`config.mk`:
```
export PLATFORM = sky130hd
export DESIGN_NAME = pfc_ctrl
export DESIGN_NICKNAME = d
export VERILOG_FILES = /design/src/verilog/pfc_pkg.sv /design/src/verilog/pfc_ctrl.sv /design/src/verilog/pfc_sync2.sv
export SDC_FILE = /design/constraint.sdc
export NUM_CORES = 1
export LEC_CHECK = 0
export BUFFER_PORTS_ARGS = -buffer_cell sky130_fd_sc_hd__buf_2
export CORE_MARGIN = 4
export CORE_UTILIZATION = 40
export CTS_CLUSTER_SIZE = 25
export DETAILED_ROUTE_END_ITERATION = 8
export SYNTH_ARGS = -nofsm -noshare
export SYNTH_HDL_FRONTEND = slang
export SYNTH_SLANG_ARGS = --single-unit
```
`constraint.sdc`:
```
create_clock -name ref_clk -period 2.25 [get_ports ref_clk]
set_clock_uncertainty 0.2 [all_clocks]
set_input_delay 0.45 -clock ref_clk [delete_from_list [all_inputs] [get_ports ref_clk]]
set_output_delay 0.45 -clock ref_clk [all_outputs]
set_load 0.05 [all_outputs]
```
`src/verilog/pfc_pkg.sv`:
```
/*
 * pfc_pkg: constants for the parallel flash controller.
 * Assumes: one 100 MHz clock; software reaches the controller over AXI4-Lite.
 */
package pfc_pkg;
    // register byte offsets on the AXI4-Lite slave
    localparam logic [4:0] OFF_CTRL   = 5'h00;
    localparam logic [4:0] OFF_ADDR   = 5'h04;
    localparam logic [4:0] OFF_WDATA  = 5'h08;
    localparam logic [4:0] OFF_STATUS = 5'h0C;
    localparam logic [4:0] OFF_RDATA  = 5'h10;
    localparam logic [4:0] OFF_TIMING = 5'h14;
    // control register fields
    localparam int CTRL_GO    = 0;
    localparam int CTRL_WRITE = 1;
    localparam int CTRL_WORD  = 2;
    localparam int CTRL_RESET = 3;
    localparam int CTRL_HV    = 4;
    // status register fields
    localparam int ST_BUSY    = 0;
    localparam int ST_READY   = 1;
    localparam int ST_DONE    = 2;
    localparam int ST_POLL7   = 3;
    localparam int ST_TOGGLE6 = 4;
    // flash pin widths
    localparam int ADDR_W = 18;
    localparam int DATA_W = 16;
    localparam int DQ_HI  = 15;
    // strobe timing: clock in MHz, default phase length in ns, cycles per phase
    localparam int        CLK_MHZ      = 100;
    localparam int        PHASE_NS     = 60;
    localparam logic [7:0] PHASE_CYC   =
        8'((PHASE_NS * CLK_MHZ + 999) / 1000);
    localparam logic [31:0] RESP_OKAY   = 32'h0000_0000;
    localparam logic [1:0]  BRESP_OKAY  = 2'h0;
    localparam logic [1:0]  BRESP_SLVERR = 2'h2;
endpackage : pfc_pkg

```
`src/verilog/pfc_ctrl.sv`:
```
/*
 * pfc_ctrl: host-side controller for a parallel NOR flash.
 * Software writes address, data and a command word over AXI4-Lite; the
 * controller runs one read or one write bus cycle on the flash pins, and
 * reports the ready/busy pin and the polled status bits.
 * Assumes: flash pins are asynchronous; the bench resolves the data bus
 * from the output enables (enable low = this end drives).
 */
// Summary of operation
// width select low means byte mode, high means 16-bit word mode
// word mode: 18 address lines, 16-bit data on all data pins
// byte mode: top data pin is address LSB, data on low eight pins
// byte mode: device leaves data pins 14..8 unused and floating
// chip select high floats the bus and puts device in standby
// host drives output enable low to read, holds it high when writing
// output enable high makes the device float its data pins
// write happens when write strobe low, chip select low, output enable high
// asserted reset aborts program or erase, back to read-array
// during reset the device floats the bus and ignores commands
// ready/busy is low during embedded operations, high when ready
// host trusts ready/busy only after the last write strobe rises; ready_seen is taken every cycle regardless
// program is a four-cycle command run internally by the device
// erase preprograms, then times and verifies erase pulses
// one erase may hit any sector set or the whole chip
// sector erase can be suspended indefinitely, then resumed
// device latches command address and data during write cycles
// during embedded operation reads give data-polling and toggle bits
// low-supply detector blocks writes during power ramps
// protected sectors refuse program and erase
// high voltage on reset pin temporarily unprotects sectors
// eleven sectors with small boot sectors at top or bottom
// a sector is the smallest erasable and protectable unit
// device defaults to read-array after power-up and operations
`timescale 1ns/1ps
module pfc_ctrl (
    input  wire logic        ref_clk,
    input  wire logic        rst,
    // AXI4-Lite slave
    input  wire logic [4:0]  s_axi_awaddr,
    input  wire logic        s_axi_awvalid,
    output logic             s_axi_awready,
    input  wire logic [31:0] s_axi_wdata,
    input  wire logic [3:0]  s_axi_wstrb,
    input  wire logic        s_axi_wvalid,
    output logic             s_axi_wready,
    output logic [1:0]       s_axi_bresp,
    output logic             s_axi_bvalid,
    input  wire logic        s_axi_bready,
    input  wire logic [4:0]  s_axi_araddr,
    input  wire logic        s_axi_arvalid,
    output logic             s_axi_arready,
    output logic [31:0]      s_axi_rdata,
    output logic [1:0]       s_axi_rresp,
    output logic             s_axi_rvalid,
    input  wire logic        s_axi_rready,
    // flash pins
    output logic [17:0]      fl_addr,
    output logic [15:0]      fl_dq_o,
    output logic [15:0]      fl_dq_oe_n,
    input  wire logic [15:0] fl_dq_i,
    output logic             fl_ce_n,
    output logic             fl_oe_n,
    output logic             fl_we_n,
    output logic             fl_byte_n,
    output logic             fl_reset_n,
    output logic             fl_reset_hv,
    input  wire logic        op_done_flag
);
    // setup, strobe and hold each last one phase; idle keeps the bus free
    typedef enum {
        PFC_IDLE, PFC_SETUP, PFC_STROBE, PFC_HOLD
    } pfc_state_type;

    typedef struct packed {
        // flash cycle sequencer
        pfc_state_type state;
        logic [7:0]    cnt;
        logic [7:0]    phase;
        // software-visible control and status
        logic          is_write;
        logic          word;
        logic          reset_pin;
        logic          hv;
        logic [18:0]   addr;
        logic [15:0]   wdata;
        logic [15:0]   rdata;
        logic          done;
        logic          ready_seen;
        // write and read channel holding
        logic [4:0]    aw_addr;
        logic          aw_have;
        logic [31:0]   w_data;
        logic          w_have;
        logic [1:0]    bresp;
        logic          bvalid;
        logic [31:0]   r_data;
        logic          rvalid;
        // registered pin drive
        logic [17:0]   pa;
        logic [15:0]   pdo;
        logic [15:0]   poe_n;
        logic          ce_n;
        logic          oe_n;
        logic          we_n;
    } pfc_regs_type;

    // all state in one register; r_d is its next value
    pfc_regs_type r_q;
    pfc_regs_type r_d;
    // ready/busy in the top bit, data pins below
    logic [16:0]  pins_sync;

    // ready/busy and data pins are asynchronous to ref_clk
    pfc_sync2 #(.W(17)) u_sync (
        .ref_clk  (ref_clk),
        .rst      (rst),
        .async_in ({op_done_flag, fl_dq_i}),
        .sync_out (pins_sync)
    );

    // one next-state process: every field but ready_seen holds unless a branch moves it
    always_comb begin
        logic [31:0] wv;
        logic        busy;
        wv   = r_q.w_data;
        busy = (r_q.state != PFC_IDLE);
        r_d  = r_q;
        // accept address and data in either order
        if (!r_q.aw_have && s_axi_awvalid) begin
            r_d.aw_have = 1'b1;
            r_d.aw_addr = s_axi_awaddr;
        end
        if (!r_q.w_have && s_axi_wvalid) begin
            r_d.w_have = 1'b1;
            // lanes whose strobe is low are stored as zero, not merged
            r_d.w_data = s_axi_wdata & {{8{s_axi_wstrb[3]}},
                {8{s_axi_wstrb[2]}}, {8{s_axi_wstrb[1]}},
                {8{s_axi_wstrb[0]}}};
        end
        // each answer stands until its ready is seen
        if (r_q.bvalid && s_axi_bready) begin
            r_d.bvalid = 1'b0;
        end
        if (r_q.rvalid && s_axi_rready) begin
            r_d.rvalid = 1'b0;
        end
        // the ready/busy level is taken every cycle, whether or not a strobe rose
        r_d.ready_seen = pins_sync[16];
        // register write once both halves are held
        // status and read data are read only and answer with an error
        if (r_q.aw_have && r_q.w_have && !r_q.bvalid) begin
            r_d.aw_have = 1'b0;
            r_d.w_have  = 1'b0;
            r_d.bvalid  = 1'b1;
            r_d.bresp   = pfc_pkg::BRESP_OKAY;
            wv = r_q.w_data;
            unique case (r_q.aw_addr)
                pfc_pkg::OFF_CTRL: begin
                    r_d.word      = wv[pfc_pkg::CTRL_WORD];
                    r_d.reset_pin = wv[pfc_pkg::CTRL_RESET];
                    r_d.hv        = wv[pfc_pkg::CTRL_HV];
                    // a new cycle is refused while one runs
                    // go itself is not stored, so it reads back as zero
                    if (wv[pfc_pkg::CTRL_GO] && !busy) begin
                        r_d.is_write = wv[pfc_pkg::CTRL_WRITE];
                        r_d.state    = PFC_SETUP;
                        r_d.cnt      = r_q.phase;
                        r_d.done     = 1'b0;
                    end
                end
                pfc_pkg::OFF_ADDR:   r_d.addr  = wv[18:0];
                pfc_pkg::OFF_WDATA:  r_d.wdata = wv[15:0];
                // a zero phase would wrap the 8-bit count to a 256-cycle phase, so it becomes one
                pfc_pkg::OFF_TIMING: r_d.phase = (wv[7:0] == 8'h00) ?
                                                 8'h01 : wv[7:0];
                default:             r_d.bresp = pfc_pkg::BRESP_SLVERR;
            endcase
        end
        // register read
        // unmapped offsets read as zero; the read channel never errors
        if (s_axi_arvalid && !r_q.rvalid) begin
            r_d.rvalid = 1'b1;
            unique case (s_axi_araddr)
                pfc_pkg::OFF_CTRL: r_d.r_data = {27'h0, r_q.hv,
                    r_q.reset_pin, r_q.word, r_q.is_write, 1'b0};
                pfc_pkg::OFF_ADDR:   r_d.r_data = {13'h0, r_q.addr};
                pfc_pkg::OFF_WDATA:  r_d.r_data = {16'h0, r_q.wdata};
                pfc_pkg::OFF_STATUS: r_d.r_data = {27'h0,
                    r_q.rdata[6], r_q.rdata[7], r_q.done,
                    r_q.ready_seen, busy};
                pfc_pkg::OFF_RDATA:  r_d.r_data = {16'h0, r_q.rdata};
                pfc_pkg::OFF_TIMING: r_d.r_data = {24'h0, r_q.phase};
                default:             r_d.r_data = pfc_pkg::RESP_OKAY;
            endcase
        end
        // flash bus cycle sequencer
        unique case (r_q.state)
            PFC_IDLE: begin
                // chip deselected and data pins released between cycles
                r_d.ce_n  = 1'b1; // standby between cycles
                r_d.oe_n  = 1'b1;
                r_d.we_n  = 1'b1;
                r_d.poe_n = 16'hFFFF;
            end
            PFC_SETUP: begin
                // ce_n falls one cycle after entry, so the strobes stay
                // high for one cycle less than a phase before the strobe
                r_d.ce_n = 1'b0;
                r_d.oe_n = 1'b1; // held high for writes
                // byte mode: pin 15 carries the address LSB
                r_d.pa   = r_q.word ? r_q.addr[17:0] : r_q.addr[18:1];
                if (r_q.is_write) begin
                    // one command cycle, data latched at rise
                    r_d.pdo   = r_q.word ? r_q.wdata :
                                {r_q.addr[0], 7'h00, r_q.wdata[7:0]};
                    r_d.poe_n = r_q.word ? 16'h0000 : 16'h7F00;
                end else begin
                    // reads release the data pins so the flash can drive
                    r_d.pdo   = {r_q.addr[0], 15'h0000};
                    r_d.poe_n = r_q.word ? 16'hFFFF : 16'h7FFF;
                end
                r_d.cnt = r_q.cnt - 8'h01;
                if (r_q.cnt == 8'h01) begin
                    r_d.state = PFC_STROBE;
                    r_d.cnt   = r_q.phase;
                    r_d.we_n  = !r_q.is_write;
                    r_d.oe_n  = r_q.is_write;  // low only to read
                end
            end
            PFC_STROBE: begin
                r_d.cnt = r_q.cnt - 8'h01;
                if (r_q.cnt == 8'h01) begin
                    r_d.state = PFC_HOLD;
                    r_d.cnt   = r_q.phase;
                    r_d.we_n  = 1'b1;
                    r_d.oe_n  = 1'b1;
                    // sampled data has passed the synchroniser
                    // the sample is two flops old: phases under three
                    // cycles would read pins that had not yet settled
                    r_d.rdata = r_q.word ? pins_sync[15:0] :
                                {8'h00, pins_sync[7:0]};
                end
            end
            PFC_HOLD: begin
                // address and data stay driven through hold, so the flash
                // latches them at the rising strobe with margin
                r_d.cnt = r_q.cnt - 8'h01;
                if (r_q.cnt == 8'h01) begin
                    r_d.state = PFC_IDLE;
                    r_d.ce_n  = 1'b1;
                    r_d.poe_n = 16'hFFFF;
                    r_d.done  = 1'b1;
                end
            end
        endcase
        // a cleared reset bit acts at the very edge that lowers the pin,
        // so the chip is never selected while the flash is held in reset
        // holding the reset pin low cuts any cycle short
        if (!r_q.reset_pin || !r_d.reset_pin) begin
            r_d.state = PFC_IDLE;
            r_d.ce_n  = 1'b1;
            r_d.oe_n  = 1'b1;
            r_d.we_n  = 1'b1;
            r_d.poe_n = 16'hFFFF;
        end
    end

    // the flash starts held in reset, in word mode, at the default phase
    always_ff @(posedge ref_clk) begin
        if (rst) begin
            r_q           <= '0;
            r_q.state     <= PFC_IDLE;
            r_q.phase     <= pfc_pkg::PHASE_CYC;
            r_q.word      <= 1'b1;
            r_q.poe_n     <= 16'hFFFF;
            r_q.ce_n      <= 1'b1;
            r_q.oe_n      <= 1'b1;
            r_q.we_n      <= 1'b1;
        end else begin
            r_q <= r_d;
        end
    end

    // every pin and channel output but s_axi_rresp is taken from the state register
    assign s_axi_awready = !r_q.aw_have;
    assign s_axi_wready  = !r_q.w_have;
    assign s_axi_bresp   = r_q.bresp;
    assign s_axi_bvalid  = r_q.bvalid;
    assign s_axi_arready = !r_q.rvalid;
    assign s_axi_rdata   = r_q.r_data;
    // read responses are always OKAY
    assign s_axi_rresp   = pfc_pkg::BRESP_OKAY;
    assign s_axi_rvalid  = r_q.rvalid;
    assign fl_addr       = r_q.pa;
    assign fl_dq_o       = r_q.pdo;
    assign fl_dq_oe_n    = r_q.poe_n;
    assign fl_ce_n       = r_q.ce_n;
    assign fl_oe_n       = r_q.oe_n;
    assign fl_we_n       = r_q.we_n;
    assign fl_byte_n     = r_q.word;
    assign fl_reset_n    = r_q.reset_pin;
    assign fl_reset_hv   = r_q.hv;
endmodule : pfc_ctrl

```
`src/verilog/pfc_sync2.sv`:
```
/*
 * pfc_sync2: two-flop synchroniser for a bus of pin inputs.
 * Assumes: inputs are asynchronous to clk; only the second stage is read.
 */
`timescale 1ns/1ps
module pfc_sync2 #(
    parameter int W = 1
) (
    input  wire logic         ref_clk,
    input  wire logic         rst,
    input  wire logic [W-1:0] async_in,
    output logic      [W-1:0] sync_out
);
    typedef struct packed {
        logic [W-1:0] meta;
        logic [W-1:0] stable;
    } pfc_sync_type;

    pfc_sync_type s_q;
    pfc_sync_type s_d;

    // first stage only feeds the second
    always_comb begin
        s_d        = s_q;
        s_d.meta   = async_in;
        s_d.stable = s_q.meta;
    end

    always_ff @(posedge ref_clk) begin
        if (rst) begin
            s_q <= '0;
        end else begin
            s_q <= s_d;
        end
    end

    assign sync_out = s_q.stable;
endmodule : pfc_sync2
```
==> impl_metrics.yaml <==
global_routing:
  grt_max_degree: 183
  grt_pass1_vias: 6761
  use_met2_pct: 25.1
  grt_pass1_wl_um: 36800
  grt_util_met3_pct: 3.48
  grt_usage_pct: 17.5
  busiest_layer: "met1"
  grt-ovfl-total: 0
  antenna_found_initial: 1
  grt_util_met1_pct: 26.3
timing:
  setup_tns_ps: 0
  relSlewSlack_pct: 44.3
  slew_viol_final: 0
  fin_crit_sh_pct: 92.4
  rsz0062_at_grt: "false"
  max_freq_ghz: 0.481
  min_period_ps: 2080
  final_hold_viol_count: 0
  finalSetupViolCount: 0
  tightestPinTransition_ps: 835
drt:
  drcViolationCount: 0
  routed_via_density: 5.10
  wl_per_cell_um: 16.6
  vias: 7229
  antenna_left: 0
  firstDrtPassIters: 6
  drt-initial-drc-count: 472
  finalWirelength_um: 23500
floorplan:
  io_pins: 167
  fp.dieW_um: 160
  die_h_um: 160
  num_rows: 55
  floorplan.initialDensity_pct: 40.7
  core_um2: 22700
  dieArea_um2: 25600
finish:
  num-nets-final: 1184
  fill_cells: 2188
  area.growth.synth_to_final_pct: 20.4
  stdcell_area_um2: 11100
  layout_common_cells: "dfxtp_1 (226), buf_2 (135), nand2_1 (94), nor2_1 (84), a21oi_1 (79)"
  drive_gt1_share_pct: 21.6
  regArea_um2: 4550
  final_common_cell: "dfxtp_1"
  multi_input_area_um2: 3830
worst_setup_path:
  cp.required_ps: 1600
  cpLargestDelayFamily: "flip-flops"
  arrival_ps: 1430
  crit_path_end_kind: "primary output"
  timing_worst_setup_path_type: "reg2out"
  crit_path_cell_trace: "buf_2"
  path_max_fanout: 6
  crit_path_max_incr_delay_ps: 580
  cp-start-kind: "flip-flop"
  cp_num_buf_inv: 1
  cp.depth: 1
  r2r_cells: 7
  critical-path-slowest-cell: "dfxtp_1"
hold_path:
  hold-path-cell-count: 3
  min-delay-path-class: "in2reg"
cts:
  htreeDepth: 1
  cts_tree: "built"
  cts_buffer_depth: 3
  cts_buffers: 25
  cts.sink_count: 227
  worstSkewPairLatency_ps: 510
  cts_root_buf: "clkbuf_16"
  path_clk_slew_ps: 60
logic_synthesis:
  synth_area_um2: 9250
  async_flop_share_pct: 0
  ys_seq_area_share_pct: 49.1
  synth.distinct_cells: 65
  yosys_register_bits: 227
  synth_edf_count: 0
  synth.largest_area_cell: "dfxtp_1"
  avgSynthCellArea_um2: 9.17
  ys_top_cells_by_area: "dfxtp_1 (49%), buf_4 (7.3%), mux2i_1 (6.7%)"
  yosys_most_used_dff: "dfxtp_1"
  synth_cells: 1008
  netlist.area_leader.share_pct: 49.1
  synth_warnings: 0
power:
  power_density_nw_per_um2: 812
  vdd_drop_max_v: 0.000643
  p_leak_nw: 4.44
run:
  maxCapViolCount: 0
placement:
  routabilityCongestion: 0.874
  dpl_cell_area_um2: 9860
  io_buffers: 136
  place_hpwl_um: 16500
outcome:
  status: "finished, final reports clean"
-- metal layers --
metal  wire, µm  vias up
li1           -     3629
met1      11400     3300
met2       9820      265
met3       1750       35
met4        556        0
met5          0        -
-- power breakdown --
part	switching (mW)	internal, mW
Clock	1.60	2.84
Combinational	0.301	0.166
Sequential	0.0434	4.08
-- sequential cells by signal (all words and copies together), names as in the netlist --
signal,flops
fl_addr,18
fl_byte_n,1
fl_ce_n,1
fl_dq_o,16
fl_dq_oe_n,3
fl_oe_n,1
fl_reset_hv,1
fl_reset_n,1
fl_we_n,1
r_q,128
s_axi_bresp,1
s_axi_bvalid,1
s_axi_rdata,19
s_axi_rvalid,1
u_sync.s_d,17
u_sync.sync_out,17
-- cells in the mapped netlist, types with 2 or more instances --
master and n:
nor3b_1 2, o21a_1 2, mux2i_1 62, nor3_1 12, a222oi_1 8, a21oi_1 79, o211a_1 3, a31oi_1 5
buf_4 90, or3_1 3, nand4_1 4, buf_2 9, and3b_1 3, a2bb2oi_1 9, clkbuf_1 45, dfxtp_1 227
and3_1 6, nand2b_1 2, xnor2_1 2, nor2b_1 40, a22oi_1 14, ha_1 2, nand3_1 53, nor2_1 84
a211oi_1 25, a32oi_1 3, and2_1 36, buf_1 3, and4_1 2, o21ai_0 20, o211ai_1 3, nor4_1 11
nand2_1 94, inv_1 11, a221oi_1 2, a21o_1 3
-- layout make-up --
| cell class | instances | area share, % |
|---|---|---|
| clock buffers | 34 | 6.55 |
| well taps | 285 | 3.20 |
| flip-flops and latches | 227 | 40.8 |
| multi-input cells | 635 | 34.4 |
| diodes | 2 | 0.0450 |
| inverters | 11 | 0.371 |
| clock inverters | 12 | 1.75 |
| repair buffers | 212 | 12.8 |
-- stage by stage --
step	power [mW]	hold WS, ps	util [%]	cells	worst slack (ps)
4_1_cts	9.14	0.493	48.8	1415	46.6
3_5_place_dp	4.64	221	43.4	1340	59.2
5_1_grt	9.38	11.1	49.0	1417	7.99
3_3_place_gp	4.64	218	43.4	1340	121
6_report	9.04	19.5	49.0	1418	171
2_1_floorplan	4.52	214	-	1023	123
-- worst paths after layout --
kind	from	end	slack, ps
max	fl_byte_n	fl_byte_n	170
min	s_axi_wstrb[2]	r_q[108]	20
max reg2reg	r_q[220]	r_q[184]	180
min reg2reg	u_sync.s_d[2]	u_sync.sync_out[2]	230
-- logic make-up (layout without fill, tap and decap cells) --
| family | after synthesis | in the layout | share of synthesized area (%) |
|---|---|---|---|
| buf+inv | 161 | 269 | 10.5 |
| mux | 63 | 63 | 6.83 |
| fa+ha+maj | 2 | 2 | 0.271 |
| flops | 227 | 227 | 49.1 |
| simple gates | 361 | 361 | 19.5 |
| other cells | 1 | 18 | 0.0406 |
| xor+xnor | 3 | 3 | 0.284 |
| compound gates | 190 | 190 | 13.4 |
-- timing repair --
action,in CTS,in global routing
endpoints found under the hold margin,28,0
resized for setup,0,10
setup endpoints to repair,0,74
buffers inserted,0,1
hold buffers,29,0
No activity file was read; power rests on OpenSTA's default activity.
